## config.mk

```make
export PLATFORM = sky130hd
export DESIGN_NAME = sqm_master
export DESIGN_NICKNAME = d
export VERILOG_FILES = /design/src/design/sqm_master.v
export VERILOG_INCLUDE_DIRS = /design/src /design/src/design
export SDC_FILE = /design/constraint.sdc
export NUM_CORES = 1
export LEC_CHECK = 0
export BUFFER_PORTS_ARGS = -buffer_cell sky130_fd_sc_hd__buf_2
export CORE_MARGIN = 2
export CORE_UTILIZATION = 25
export DETAILED_ROUTE_END_ITERATION = 10
export PLACE_DENSITY = 0.43
export SLEW_MARGIN = 15
export SYNTH_ARGS = -nofsm -noshare
export SYNTH_HDL_FRONTEND = slang
export SYNTH_SLANG_ARGS = --single-unit
export TNS_END_PERCENT = 30
```

## constraint.sdc

```tcl
create_clock -name clk_in -period 7.6 [get_ports clk_in]
set_input_delay 1.14 -clock clk_in [delete_from_list [all_inputs] [get_ports clk_in]]
set_output_delay 1.14 -clock clk_in [all_outputs]
set_load 0.005 [all_outputs]
```

## src/design/sqm_regs.vh

```
// Constants for the serial master with its documented corner-case behaviour
`ifndef SQM_REGS_VH
`define SQM_REGS_VH

// ----------------------------------------
// Transmit word layout
// ----------------------------------------
`define SQM_TXW_DATA_MSB   15
`define SQM_TXW_PCS_LSB    16
`define SQM_TXW_PCS_MSB    17
`define SQM_TXW_FINAL_BIT  24

// ----------------------------------------
// Transfer length field (length = 8 + field)
// ----------------------------------------
`define SQM_BITS_BASE      5'h08
`define SQM_BITS_FIELD_8   4'h0

// ----------------------------------------
// Reset values and figures
// ----------------------------------------
`define SQM_DIV_ONE        8'h01
`define SQM_DUP_RST        1'b0
`define SQM_EXTRA_HALVES   2'h2

// ----------------------------------------
// Sequencer states
// ----------------------------------------
`define SQM_ST_IDLE        3'h0
`define SQM_ST_PRECLK      3'h1
`define SQM_ST_LEAD        3'h2
`define SQM_ST_SHIFT       3'h3
`define SQM_ST_EXTRA       3'h4

`endif

```

## src/design/sqm_master.v

```verilog
// Serial master core reproducing the documented clocking, select and reset quirks
//
// What this block does
// - Odd divider above 1, polarity 1, phase 0: extra pulse
// - Hold set, divider 1, same select after idle: repeat word
// - Fixed channel mode: final flag releases select when drained
// - Channel word size follows select 0 length in fixed channel mode
// - Divider 1 with odd length: extra pulse
// - Soft reset lost on transmit-ready event
// - Single soft reset: clock before select
// - Polarity 1, phase 0, slow then divider-1 select: extra pulse
`timescale 1ns/1ps
`include "sqm_regs.vh"

module sqm_master #(
   parameter NCS = 4                                   // Number of chip selects
) (
   input  wire             clk_in,                     // 40 MHz system clock
   input  wire             rst_n_in,                   // Async reset, active low
   input  wire             soft_reset_cmd_in,          // Control register soft reset pulse
   input  wire             fixed_select_in,            // 1: fixed peripheral selection
   input  wire [1:0]       select_in,                  // Fixed selection index
   input  wire             channel_mode_in,            // Words fed by transfer channel
   input  wire [8*NCS-1:0] clock_divider_in,           // Per-select divider
   input  wire [NCS-1:0]   clock_polarity_in,          // Per-select idle level
   input  wire [NCS-1:0]   phase_inverse_in,           // Per-select phase
   input  wire [4*NCS-1:0] bits_field_in,              // Per-select length field
   input  wire [NCS-1:0]   cs_hold_after_transfer_in,  // Per-select hold
   input  wire [31:0]      tx_word_in,                 // Transmit word
   input  wire             tx_valid_in,                // Transmit word offered
   input  wire             miso_in,                    // Serial data from slave (async)
   output wire             transmit_ready_flag_out,    // Word may be written
   output wire             transmit_drained_flag_out,  // Nothing left to send
   output wire             channel_halfword_out,       // Word size told to channel
   output reg              serial_clock_out,           // Serial clock
   output reg              mosi_out,                   // Serial data to slave
   output reg  [NCS-1:0]   cs_n_out,                   // Chip selects, active low
   output reg  [15:0]      rx_data_out,                // Received word
   output reg              rx_valid_out                // Received word pulse
);

   // ----------------------------------------
   // Reset and input synchronisers
   // ----------------------------------------
   reg        rst_s1_r;                                // Reset sync first stage
   reg        rst_s2_r;                                // Reset used by the core
   reg        miso_s1_r;                               // Data sync first stage
   reg        miso_s2_r;                               // Data seen by logic

   // Release reset through two flops
   always @(posedge clk_in or negedge rst_n_in) begin
      if (!rst_n_in) begin
         rst_s1_r <= 1'b0;
         rst_s2_r <= 1'b0;
      end else begin
         rst_s1_r <= 1'b1;
         rst_s2_r <= rst_s1_r;
      end
   end

   // Slave data comes from another domain
   always @(posedge clk_in or negedge rst_s2_r) begin
      if (!rst_s2_r) begin
         miso_s1_r <= 1'b0;
         miso_s2_r <= 1'b0;
      end else begin
         miso_s1_r <= miso_in;
         miso_s2_r <= miso_s1_r;
      end
   end

   // ----------------------------------------
   // State
   // ----------------------------------------
   reg [2:0]  state_r;                                 // Sequencer state
   reg [1:0]  cs_idx_r;                                // Select of current transfer
   reg [15:0] shift_r;                                 // Outgoing data
   reg [15:0] word_r;                                  // Copy for repeat
   reg [15:0] rx_r;                                    // Incoming data
   reg [5:0]  half_r;                                  // Half periods left
   reg [7:0]  dcnt_r;                                  // Divider counter
   reg        final_r;                                 // Final flag of current word
   reg        dup_r;                                   // Repeat current word once
   reg        extra_r;                                 // Extra pulse owed
   reg        held_r;                                  // Select kept asserted
   reg        gap_r;                                   // Idle time since last word
   reg [7:0]  prev_div_r;                              // Divider of previous transfer
   reg        misorder_r;                              // Single soft reset seen
   reg        ready_d_r;                               // Ready one cycle ago

   // ----------------------------------------
   // Per-select configuration views
   // ----------------------------------------
   wire [1:0] new_idx    = fixed_select_in ? select_in : tx_word_in[`SQM_TXW_PCS_MSB:`SQM_TXW_PCS_LSB];
   wire [7:0] new_div    = clock_divider_in[8*new_idx +: 8];
   wire       new_pol    = clock_polarity_in[new_idx];
   wire       new_pha    = phase_inverse_in[new_idx];
   wire [3:0] new_bits   = bits_field_in[4*new_idx +: 4];
   wire       new_hold   = cs_hold_after_transfer_in[new_idx];
   wire [7:0] cur_div    = clock_divider_in[8*cs_idx_r +: 8];
   wire       cur_pol    = clock_polarity_in[cs_idx_r];
   wire       cur_pha    = phase_inverse_in[cs_idx_r];
   wire       cur_hold   = cs_hold_after_transfer_in[cs_idx_r];
   // Length of the select in use; the offered word may already name another select
   wire [4:0] cur_len    = `SQM_BITS_BASE + {1'b0, bits_field_in[4*cs_idx_r +: 4]};
   wire [4:0] new_len    = `SQM_BITS_BASE + {1'b0, new_bits};
   wire       new_div1   = (new_div == `SQM_DIV_ONE);
   wire       pol1_pha0  = new_pol & ~new_pha;

   // Divider tick; zero behaves as one
   wire       tick       = (dcnt_r <= `SQM_DIV_ONE) || (dcnt_r == 8'h00);

   // Handshake and status
   wire       idle       = (state_r == `SQM_ST_IDLE);
   wire       take       = idle & tx_valid_in;
   assign transmit_ready_flag_out   = idle;
   assign transmit_drained_flag_out = idle & ~tx_valid_in;
   wire       ready_evt  = idle & ~ready_d_r;

   // Channel word size from select 0 in fixed channel mode
   wire [3:0] size_field = (fixed_select_in & channel_mode_in) ? bits_field_in[3:0]
                                                               : bits_field_in[4*cs_idx_r +: 4];
   assign channel_halfword_out = (size_field != `SQM_BITS_FIELD_8);

   // Soft reset is lost when it meets a ready event
   wire       sreset     = soft_reset_cmd_in & ~ready_evt;

   // Early release: final flag presented while drained
   wire       early_rel  = idle & held_r & fixed_select_in & channel_mode_in & cur_hold
                           & tx_valid_in & tx_word_in[`SQM_TXW_FINAL_BIT];

   // ----------------------------------------
   // Sequencer
   // ----------------------------------------
   // One process keeps clock, data and selects aligned to the same ticks
   always @(posedge clk_in or negedge rst_s2_r) begin
      if (!rst_s2_r) begin
         state_r          <= `SQM_ST_IDLE;
         cs_idx_r         <= 2'h0;
         shift_r          <= 16'h0000;
         word_r           <= 16'h0000;
         rx_r             <= 16'h0000;
         half_r           <= 6'h00;
         dcnt_r           <= 8'h00;
         final_r          <= 1'b0;
         dup_r            <= `SQM_DUP_RST;
         extra_r          <= 1'b0;
         held_r           <= 1'b0;
         gap_r            <= 1'b0;
         prev_div_r       <= `SQM_DIV_ONE;
         misorder_r       <= 1'b0;
         ready_d_r        <= 1'b1;                     // Idle after reset, so no false ready event
         serial_clock_out <= 1'b0;
         mosi_out         <= 1'b0;
         cs_n_out         <= {NCS{1'b1}};
         rx_data_out      <= 16'h0000;
         rx_valid_out     <= 1'b0;
      end else begin
         ready_d_r    <= idle;
         rx_valid_out <= 1'b0;
         dcnt_r       <= tick ? cur_div : dcnt_r - 8'h01;
         if (sreset) begin
            // Accepted soft reset; a second one in a row clears the quirk
            state_r          <= `SQM_ST_IDLE;
            misorder_r       <= ~misorder_r;
            held_r           <= 1'b0;
            dup_r            <= 1'b0;
            extra_r          <= 1'b0;
            serial_clock_out <= 1'b0;
            cs_n_out         <= {NCS{1'b1}};
         end else begin
            case (state_r)
               `SQM_ST_IDLE: begin
                  if (!take) begin
                     gap_r <= held_r;
                  end
                  if (early_rel) begin
                     cs_n_out <= {NCS{1'b1}};
                     held_r   <= 1'b0;
                  end else if (take) begin
                     cs_idx_r         <= new_idx;
                     shift_r          <= tx_word_in[`SQM_TXW_DATA_MSB:0] << (5'h10 - new_len);
                     word_r           <= tx_word_in[`SQM_TXW_DATA_MSB:0] << (5'h10 - new_len);
                     half_r           <= {new_len, 1'b0};
                     final_r          <= tx_word_in[`SQM_TXW_FINAL_BIT];
                     dcnt_r           <= new_div;
                     serial_clock_out <= new_pol;
                     prev_div_r       <= new_div;
                     // Repeat when hold, divider 1, same slave after idle
                     dup_r   <= held_r & gap_r & new_hold & new_div1 & (new_idx == cs_idx_r);
                     // Extra pulse sources
                     extra_r <= (pol1_pha0 & new_div[0] & ~new_div1)
                              | (new_div1 & new_len[0])
                              | (pol1_pha0 & new_div1 & (prev_div_r > `SQM_DIV_ONE));
                     gap_r   <= 1'b0;
                     if (held_r && new_idx != cs_idx_r) begin
                        cs_n_out <= {NCS{1'b1}};
                     end
                     if (misorder_r) begin
                        // Clock runs before the select is driven
                        state_r <= `SQM_ST_PRECLK;
                        half_r  <= {4'h0, `SQM_EXTRA_HALVES};
                     end else begin
                        state_r <= `SQM_ST_LEAD;
                     end
                  end
               end
               `SQM_ST_PRECLK: begin
                  if (tick) begin
                     serial_clock_out <= ~serial_clock_out;
                     half_r           <= half_r - 6'h01;
                     if (half_r == 6'h01) begin
                        misorder_r <= 1'b0;
                        half_r     <= {cur_len, 1'b0};
                        state_r    <= `SQM_ST_LEAD;
                     end
                  end
               end
               `SQM_ST_LEAD: begin
                  // Drive select and first bit, wait one tick
                  cs_n_out <= ~({{(NCS-1){1'b0}}, 1'b1} << cs_idx_r);
                  mosi_out <= shift_r[15];
                  if (tick) begin
                     state_r <= `SQM_ST_SHIFT;
                  end
               end
               `SQM_ST_SHIFT: begin
                  if (tick) begin
                     serial_clock_out <= ~serial_clock_out;
                     half_r           <= half_r - 6'h01;
                     // Leading edge samples when phase inverse set, else trailing
                     if (half_r[0] == ~cur_pha) begin
                        rx_r <= {rx_r[14:0], miso_s2_r};
                     end else begin
                        shift_r  <= {shift_r[14:0], 1'b0};
                        // Phase 0 drives each bit on its leading edge, phase 1 on the trailing one
                        mosi_out <= cur_pha ? shift_r[14] : shift_r[15];
                     end
                     if (half_r == 6'h01) begin
                        rx_data_out  <= (half_r[0] == ~cur_pha) ? {rx_r[14:0], miso_s2_r} : rx_r;
                        rx_valid_out <= 1'b1;
                        if (dup_r) begin
                           // Same word goes out once more
                           dup_r   <= 1'b0;
                           shift_r <= word_r;
                           half_r  <= {cur_len, 1'b0};
                           state_r <= `SQM_ST_LEAD;
                        end else if (extra_r) begin
                           half_r  <= {4'h0, `SQM_EXTRA_HALVES};
                           state_r <= `SQM_ST_EXTRA;
                        end else begin
                           state_r  <= `SQM_ST_IDLE;
                           held_r   <= cur_hold & ~final_r;
                           cs_n_out <= (cur_hold & ~final_r) ? cs_n_out : {NCS{1'b1}};
                        end
                     end
                  end
               end
               `SQM_ST_EXTRA: begin
                  // Spurious pulse with no data behind it
                  if (tick) begin
                     serial_clock_out <= ~serial_clock_out;
                     half_r           <= half_r - 6'h01;
                     if (half_r == 6'h01) begin
                        extra_r  <= 1'b0;
                        state_r  <= `SQM_ST_IDLE;
                        held_r   <= cur_hold & ~final_r;
                        cs_n_out <= (cur_hold & ~final_r) ? cs_n_out : {NCS{1'b1}};
                     end
                  end
               end
               default: begin
                  state_r <= `SQM_ST_IDLE;
               end
            endcase
         end
      end
   end

endmodule

```

Yosys cells after proc, flatten, opt, wreduce, memory -nomap -nowiden
Cells that the tools add are included.
Storage, ports and cells
  register bits after elaboration: 109
  latch bits: 0
  bits in writable memories: 0
  ROM bits: 0
  output and inout port bits: 26
  logic and storage cells: 235
  memories kept: 0
Operators by class
  $add $sub $neg: 5
  multiply operators: 0
  div/mod/pow operators: 0
  order comparisons: 4
  eq/ne operators: 30
  shift operators: 6
  muxes and demuxes: 99
  bitwise gates (word level): 36
  reductions and logical operators: 31
Operators by type and width (count)
  two-way mux 16 bit: 7
  variable part select 32 x 6 -> 8 bit: 2
  two-way mux 6 bit: 10
  two-way mux 4 bit: 12
  two-way mux 8 bit: 5
  two-way mux 1 bit: 37
  two-way mux 3 bit: 12
  one-hot mux 16 bit (2 select lines): 1
  variable part select 16 x 5 -> 4 bit: 2
  != test 3 bit (second input constant): 10
  one-hot mux 6 bit (4 select lines): 1
  bitwise AND 1 bit: 22
  AND reduction 9 bit: 2
  one-hot mux 4 bit (4 select lines): 1
  AND reduction 4 bit: 4
  left shift 16 x 5 -> 16 bit: 1
  one-hot mux 3 bit (5 select lines): 1
  AND reduction 5 bit: 3
  nonzero test 4 bit: 3
  inverter 1 bit: 11
  adder 4 x 4 -> 5 bit (first input constant): 2
  binary-select mux 1 bit (select 2 bit): 5
  != test 2 bit (second input constant): 5
  nonzero test 2 bit: 5
  34 further kinds: 47

Depth between registers and ports, before layout
Gate-level depths: netlist (run 1).
  depth in word-level cells: 13
  depth in mapped cells: 13
  depth with buffers taken out: 10

Worst setup path after synthesis (run 1)
Ideal clock, no wire load.
  path type: input to register
  from: input port fixed_select_in
  to: register shift_r[14]
  library setup time: 0.131 ns
  data arrival time: 4.127 ns
  data required time: 7.469 ns
  setup slack: 3.342 ns
  cell stages on the path: 13
  cells stage by stage: mux2i_4 mux4_2 buf_6 inv_1 buf_2 ha_1 clkbuf_1 clkbuf_1 mux4_2 mux2i_1 nor2_1 o211ai_1 nand3_1
Between the ends
  word-level cells in the longest chain between the ends: 8
  elaborated cells on any way between the ends: 15
  classes of those cells: add/sub (2); eq/ne (1); shift (2); mux (4); bitwise (5); reduce/logical (1)
Ends and longest elaborated chain
  start: declaration: RTL line sqm_master.v:21  | input wire fixed_select_in,
  two-way mux 2 bit: RTL line sqm_master.v:94  | wire [1:0] new_idx = fixed_select_in ? select_in : tx_word_in[`SQM_TXW_PCS_MSB:`SQM_TXW_PCS_LSB];
  variable part select 16 x 5 -> 4 bit: RTL line sqm_master.v:98  | wire [3:0] new_bits = bits_field_in[4*new_idx +: 4];
  adder 4 x 4 -> 5 bit (no source line)
  subtractor 5 bit: RTL line sqm_master.v:182  | shift_r <= tx_word_in[`SQM_TXW_DATA_MSB:0] << (5'h10 - new_len);
  left shift 16 x 5 -> 16 bit: RTL line sqm_master.v:182
  two-way mux 16 bit: RTL line sqm_master.v:180  | end else if (take) begin
  two-way mux 16 bit: RTL line sqm_master.v:177  | if (early_rel) begin
  one-hot mux 16 bit (2 select lines): RTL line sqm_master.v:172  | case (state_r)
  end signal: assignment: RTL line sqm_master.v:182
  end signal: assignment: RTL line sqm_master.v:235  | shift_r <= {shift_r[14:0], 1'b0};
  end signal: assignment: RTL line sqm_master.v:245  | shift_r <= word_r;
  end: declaration: RTL line sqm_master.v:77  | reg [15:0] shift_r;
Several ways; a longest one is shown, not always the timed one. The select of a mux whose other input is x is not followed.
A chain may end at the register's enable or synchronous reset.

Worst setup path in the final report (run 1)
  from: input port fixed_select_in
  to: register shift_r[11]
The elaborated chain is that of the path after synthesis.

==> key figures, run 1 <==
Status
  • Status: finished, final reports clean

STA
  • Max-slew violations: 0
  • Worst slew margin: 27.9%
  • TNS Setup: 0 ns
  • Worst Tran Pin Value: around 1.1 ns
  • Fmax: approximately 190 MHz
  • RSZ-0062 raised after global routing: no
  • Endpoints failing hold: 0
  • Setup Skew: 0.0156 ns
  • WHS: 0.356 ns
  • Final Cycle Share: between 60 and 70%
  • Final min period: 5.24 ns
  • Setup violators final: 0

Worst setup path
  • CP max-delay cell: mux4_2
  • Required time worst endpoint: 7.91 ns
  • Critical path class: in -> reg
  • Crit path cell chain: buf_2, mux2i_4, buf_4, mux4_2, inv_1, ha_1, clkinv_1, mux2i_1, nand2_1, a221oi_1, a221o_1
  • WP data arrival: about 5.5 ns
  • Crit-path max FO: 20
  • Critical Path Start Type: primary input
  • Worst stage delay on the critical path: 0.78 ns
  • CP Capture Type: flop

Clock network
  • Hold_buf cts: 0
  • H-tree levels: 3
  • Setup Buffers After CTS: 0
  • CTS tree: built
  • Skew-Pair Late Insertion Delay: 0.36 ns
  • Reg clk slew, reported paths: 0.09 ns
  • Clk root buf: clkbuf_16
  • CTS max path bufs: 2
  • CTS Buf Count: 9
  • Resize count post-CTS: 0
  • Num Clock Sinks: 108

Pwr
  • Peak supply drop: about 150 uV
  • Total power: 2610 uW
  • Pwr Density: 315 mW/mm2
  • Leakage Power: 0.00366 uW

Synthesis
  • Synth Register Bits: roughly 110
  • Yosys warns: 0
  • Synth Area in XOR/XNOR: 1.71%
  • Mapped Avg Cell Area: 9.79 um2
  • Simple-Gate Fraction of Synth Area: between 10 and 15%
  • Largest family of logic cells by synthesized area: multiplexers
  • Fraction of the mapped netlist area in adder cells: 0.891%
  • Distinct cells, synth: 72
  • Compound-gate portion of the synthesized area: 16.7%
  • Mux share of post-synthesis cell area: 23.7%
  • Post-synth top flop: dfrtp_1
  • Syn_nets: 823
  • Asr flop ratio synth: 100%
  • Mapped cell area: about 0.007 mm2
  • Sequential element share of the synthesized area: 38.6%
  • Synth Instances: ~700
  • Post-synth EDFFs: 0

Layout
  • Layout cells sized above 1: 26.9%
  • Total area of sequential cells: roughly 0.0027 mm2
  • Final #Nets: 912
  • Area growth, synth to finish: 17.9%
  • Final core utilization: between 20% and 30%
  • Number of diodes: 0
  • Layout fillers: 2956
  • Final instance area: 0.00828 mm2
  • Multi-input logic area: 0.00407 mm2

Global routing
  • All-Layer GR Usage: 14.0%
  • Vias in the first global route: 5717
  • Largest net degree at the start of global routing: 55
  • First-pass GRT wire length: 32.2 mm
  • Grt ovf: 0
  • Initial antenna violation count: 0

Drt
  • DRT Wirelength: around 20 mm
  • Routed vias: between 5000 and 6000
  • DRT Pass-1 Iters: 5
  • Routed len/inst: around 17 um
  • DR iter-0 viols: ~400
  • Detailed-route DRC error count: 0
  • Post-DRT Antenna Nets: 0
  • Routed vias/inst: 4.98

Placement
  • Routability Congestion: 0.807
  • DP HPWL: 14.6 mm
  • Cell Area, Placed: about 0.0080 mm2
  • Buffers added on ports: 113

Flow run
  • Max-Cap Viols: 0

Floorplan
  • Die Width: 172 um
  • Core area: 0.0277 mm2
  • Starting Density: 25.3%
  • Die Span Y: roughly 170 um
  • I/O pin total: approximately 130
  • Die Footprint: 0.0294 mm2
  • Site Rows: slightly above 60

Hold path
  • Worst Hold Class: reg -> reg
## synth_stat cells (5+ instances only)
| cell type | n | area [um2] |
|---|---|---|
| a21o_1 | 5 | 37.5 |
| o21ai_0 | 65 | 325 |
| o211ai_1 | 6 | 45.0 |
| mux2_2 | 26 | 293 |
| o21a_1 | 5 | 37.5 |
| dfstp_2 | 5 | 131 |
| nor2_1 | 58 | 218 |
| nand4_1 | 6 | 37.5 |
| clkbuf_1 | 34 | 128 |
| a211oi_1 | 12 | 90.1 |
| xnor2_1 | 7 | 61.3 |
| a31oi_1 | 5 | 31.3 |
| inv_1 | 15 | 56.3 |
| a21oi_1 | 37 | 185 |
| a221oi_1 | 6 | 52.6 |
| mux2i_1 | 49 | 490 |
| nor4_1 | 6 | 37.5 |
| mux4_2 | 34 | 766 |
| nand2_1 | 100 | 375 |
| a22oi_1 | 7 | 52.6 |
| nor3_1 | 14 | 70.1 |
| nand3_1 | 15 | 75.1 |
| dfrtp_1 | 103 | 2580 |
| buf_2 | 11 | 55.1 |
| ha_1 | 5 | 62.6 |
## per-layer routing
| metal | track usage [%] | share of wire (%) |
|---|---|---|
| met3 | 2.35 | 4.8 |
| met1 | 21.1 | 52 |
| met5 | 0 | 0 |
| met4 | 3.39 | 1.2 |
| met2 | 20.5 | 42 |
## cell type report
class	instances	share of cell area [%]
Timing Repair Buffer	126	8.01
Inverter	16	0.725
Tap cell	378	5.71
Sequential cell	108	32.8
Multi-Input combinational cell	545	49.1
Clock inverter	6	0.937
Clock buffer	10	2.77
## final timing paths
path                            startpoint        endpoint  slack (ns)  cells past startpoint
max                        fixed_select_in     shift_r[11]        2.36                     11
min                              miso_s1_r       miso_s2_r        0.36                      0
max reg2reg                    cs_idx_r[1]     shift_r[13]        4.00                      8
min reg2reg                      miso_s1_r       miso_s2_r        0.36                      0
max in group asynchronous         rst_s2_r  rx_data_out[0]        5.99                      1
min in group asynchronous         rst_s2_r   prev_div_r[5]        0.39                      0
## worst max-delay path, delay by kind of cell
kind	cells	cell delay (ns)
adder cells (fa/ha/maj)	1	0.67
AND/OR/NAND/NOR	1	0.10
buffers and inverters	4	1.40
AO/OA/AOI/OAI	2	0.68
multiplexers	3	1.56
## registers in the layout, summed over array words and instances, names as in the netlist, 2 cells and up
| name | count |
|---|---|
| cs_idx_r | 2 |
| cs_n_out | 4 |
| dcnt_r | 8 |
| half_r | 6 |
| prev_div_r | 7 |
| rx_data_out | 16 |
| rx_r | 16 |
| shift_r | 16 |
| state_r | 3 |
| word_r | 16 |
## cells in the final DEF (no fill, tap or decap), types with 6 or more instances in the layout
cell       instances
mux4_2            34
inv_1             15
o21ai_0           65
nand3_1           14
nor4_1             6
clkbuf_16          9
xnor2_1            6
a22oi_1            7
a221oi_1           6
buf_4             13
dfrtp_1          102
mux2_2            26
mux2i_1           48
nor2_1            58
nand2_1          100
a21oi_1           37
buf_2            113
a211oi_1          12
o211ai_1           6
nor3_1            14
nand4_1            6
## metrics by stage
step	setup WS [ns]	std cells
after global routing	1.99	1189
after global placement	1.99	1173
after floorplan	3.34	717
after detailed placement	1.95	1173
after CTS	2.34	1189
final	2.36	1189
## cell families (layout without fill, tap and decap cells)
group / Yosys count / in the layout
adder cells (fa/ha/maj): 5 / 5
multiplexers: 115 / 115
flip-flops: 108 / 108
buffers and inverters: 64 / 158
AND/OR/NAND/NOR: 227 / 227
AO/OA/AOI/OAI: 185 / 185
other: 1 / 1
XOR/XNOR: 12 / 12
## report_power, final
part	internal [uW]	switching (uW)	total [uW]	leakage [uW]
Sequential	741	146	887	0.00140
Combinational	532	691	1220	0.00211
Clock	263	235	498	0.000147
Total	1540	1070	2610	0.00366
Power figures use the tool's default switching activity.
==> inputs of run 2 (changes only) <==
Settings changed: ABC_AREA set to 1, PLACE_DENSITY 0.43 to 0.44.
Clock period 7.6 ns to 4.36 ns, I/O delays scaled along.
==> run 2 against run 1 <==
Critical path depth fell by 4; register-to-register slack got worse by 2.4 ns; non-clock buffer count increased by 2; worst hold slack lost 0.31 ns; flip-flop and latch count unchanged; area after synthesis increased by 5.6%; utilization shrank 0.45 points; combinational power rose by 97%; sequential power increased by 69%; critical endpoint is now channel_halfword_out; largest power group unchanged.
==> key figures, run 2 <==
Synthesis
  • Fraction of the mapped netlist area in adder cells: 0.844%
  • Synth Area in XOR/XNOR: 1.30%
  • Dominant cell type by area after synthesis: dfrtp_1
  • Simple-Gate Fraction of Synth Area: about 33%
  • Mapped Avg Cell Area: 6.91 um2
  • Synth Register Bits: roughly 110
  • Compound-gate portion of the synthesized area: 18.2%
  • Count leader, synth: nand2_1
  • Syn_nets: about 1200
  • Distinct cells, synth: 54
  • Mux share of post-synthesis cell area: 0.557%
  • Asr flop ratio synth: between 90% and 100%
  • Post-synth EDFFs: 0
  • Yosys top cell area share: between 30% and 40%
  • Mapped cell area: 0.00741 mm2
  • Synth area leaders: dfrtp_1, nand2_1, nand3_1, o21ai_0, inv_1
  • Yosys warns: 0
  • Largest family of logic cells by synthesized area: simple AND/OR/NAND/NOR gates
  • Post-synth top flop: dfrtp_1
  • Synth Instances: 1073
  • Sequential element share of the synthesized area: 36.5%
  • Post-synth top cells: nand2_1, nand3_1, dfrtp_1, inv_1, o21ai_0

Floorplan
  • Site Rows: 63
  • Core area: between 0.02 and 0.03 mm2
  • Starting Density: between 20% and 30%
  • Die Span Y: 176 um
  • I/O pin total: 127
  • Die Footprint: slightly above 0.03 mm2
  • Die Width: around 180 um

STA
  • Worst slew margin: 37.4%
  • Fmax: 317 MHz
  • Setup violators final: 0
  • RSZ-0062 raised after global routing: no
  • Setup Skew: 0.0196 ns
  • Final min period: 3.16 ns
  • TNS Setup: 0 ns
  • Max-slew violations: 0
  • Final Cycle Share: 72.5%
  • Setup ws final: roughly 1.2 ns
  • Worst Tran Pin Value: between 0.9 and 1 ns
  • Endpoints failing hold: 0

Global routing
  • Largest net degree at the start of global routing: 67
  • Grt ovf: 0
  • Vias in the first global route: 7263
  • Initial antenna violation count: 1
  • First-pass GRT wire length: 39.5 mm
  • All-Layer GR Usage: between 15 and 20%

Layout
  • Multi-input logic area: 0.00401 mm2
  • Total area of sequential cells: between 0.002 and 0.003 mm2
  • Layout fillers: roughly 3300
  • Final instance area: 0.00865 mm2
  • Post-Layout Cell Count: 1564
  • Area growth, synth to finish: 16.7%
  • Layout cells sized above 1: between 10% and 20%
  • Final #Nets: about 1300
  • Final core utilization: between 20 and 30%
  • Commonest non-fill, non-tap cells in the layout: nand2_1, nand3_1, buf_2
  • Most common cell after layout, fill and taps aside: nand2_1

Pwr
  • Sw power: 2250 uW
  • Reg power frac: roughly a third
  • Leakage Power: 0.00431 uW
  • Cell-internal power: 2520 uW
  • Pwr Density: approximately 550 mW/mm2
  • Clock power frac: 18.2%
  • Peak supply drop: 255 uV
  • Portion of total power attributed to combinational logic: 50.3%
  • Sw Ratio: 47.1%

Clock network
  • Hold_buf cts: 0
  • Num Clock Sinks: 108
  • Resize count post-CTS: 0
  • H-tree levels: 3
  • Setup Buffers After CTS: 0
  • CTS tree: built
  • Reg clk slew, reported paths: 0.10 ns
  • CTS Buf Count: 9
  • Clk root buf: clkbuf_16
  • Skew-Pair Late Insertion Delay: ~0.37 ns
  • CTS max path bufs: 2

Drt
  • Routed len/inst: 15.5 um
  • Routed vias: around 7400
  • Detailed-route DRC error count: 0
  • Routed vias/inst: about 4.8
  • DRT Wirelength: around 24 mm
  • DR iter-0 viols: 582
  • Post-DRT Antenna Nets: 0
  • DRT Pass-1 Iters: 5

Worst setup path
  • R2R Path Start: cs_idx_r[0]
  • Critical path class: reg -> out
  • WP data arrival: about 2.5 ns
  • R2r setup slk: 1.57 ns
  • Required time worst endpoint: 3.71 ns
  • Crit path to: channel_halfword_out
  • Critical Path Start Type: flop
  • CP Launch Point: cs_idx_r[0]
  • Crit-path max FO: 9
  • Reg2Reg Depth: 9
  • Worst reg2reg path endpoint: half_r[2]
  • CP Capture Type: output port

Hold path
  • Worst Hold Class: in -> async

Placement
  • Cells after DPL: roughly 1500
  • Dpl ws: between 0.9 and 1 ns
  • Buffers added on ports: roughly 110
  • Routability Congestion: 0.863
  • DP HPWL: 17.8 mm
  • Cell Area, Placed: about 0.0083 mm2

Status
  • Status: finished, final reports clean

Flow run
  • Max-Cap Viols: 0
[run 2: cell count changes in the layout (fill, tap and decap cells not counted), sizes merged, moves of 28 or more]
cell,previous run,this run
inv,18,120
mux2,29,1
mux2i,50,3
mux4,36,0
nand2,100,350
nand3,15,127
o21ai,67,104
[run 2: kinds of logic after synthesis]
logic type	Yosys count
AND/OR/NAND/NOR	553
buffers and inverters	163
multiplexers	4
adder cells (fa/ha/maj)	5
flip-flops	108
other	1
XOR/XNOR	11
AO/OA/AOI/OAI	228
[run 2: worst min path at each step]
stage | cells after the start | to | slack [ns]
global placement | 0 | rst_s2_r | 0.34
global route | 1 | rst_s2_r | 0.03
floorplan | 0 | miso_s2_r | 0.33
CTS | 1 | rst_s2_r | 0.03
detailed placement | 0 | rst_s2_r | 0.34
finish | 1 | rst_s2_r | 0.04
[run 2: critical path: stages, from the launching register on]
cell      delay, ns
dfrtp_1        0.45
nand2_1        0.30
clkinv_1       0.41
a21oi_1        0.25
o21a_1         0.21
nor3b_1        0.07
a31oi_1        0.26
buf_2          0.19
[run 2: final cells by class]
cell class	instances	share of cell area (%)
multi-input cells	802	46.3
flip-flops and latches	108	31.3
repair buffers	128	7.84
well taps	390	5.64
inverters	119	5.18
clock buffers	9	2.60
clock inverters	7	1.03
diodes	1	0.0289
[run 2: power by group through the flow]
stage / Combinational (uW) / Clock, uW / Sequential (uW)
6_report: 2400 / 870 / 1500
4_1_cts: 2430 / 907 / 1500
5_1_grt: 2760 / 932 / 1540
3_3_place_gp: 2410 / 0 / 1510
3_5_place_dp: 2410 / 0 / 1510
2_1_floorplan: 1770 / 0 / 1480
[run 2: per-layer routing]
layer	up-vias	part of all wire (%)	routed length [um]	global-route usage, %
met3	16	3.3	787	1.98
li1	3753	-	-	-
met1	3507	50	12200	22.9
met5	-	0	0	0
met4	0	1.2	300	3.65
met2	157	45	10900	25.3
[run 2: per-stage QoR]
step	power [uW]	hold slack, ns
floorplan	3240	0.331
global placement	3920	0.338
detailed placement	3930	0.338
CTS	4830	0.0307
global route	5230	0.0276
finish	4770	0.0416
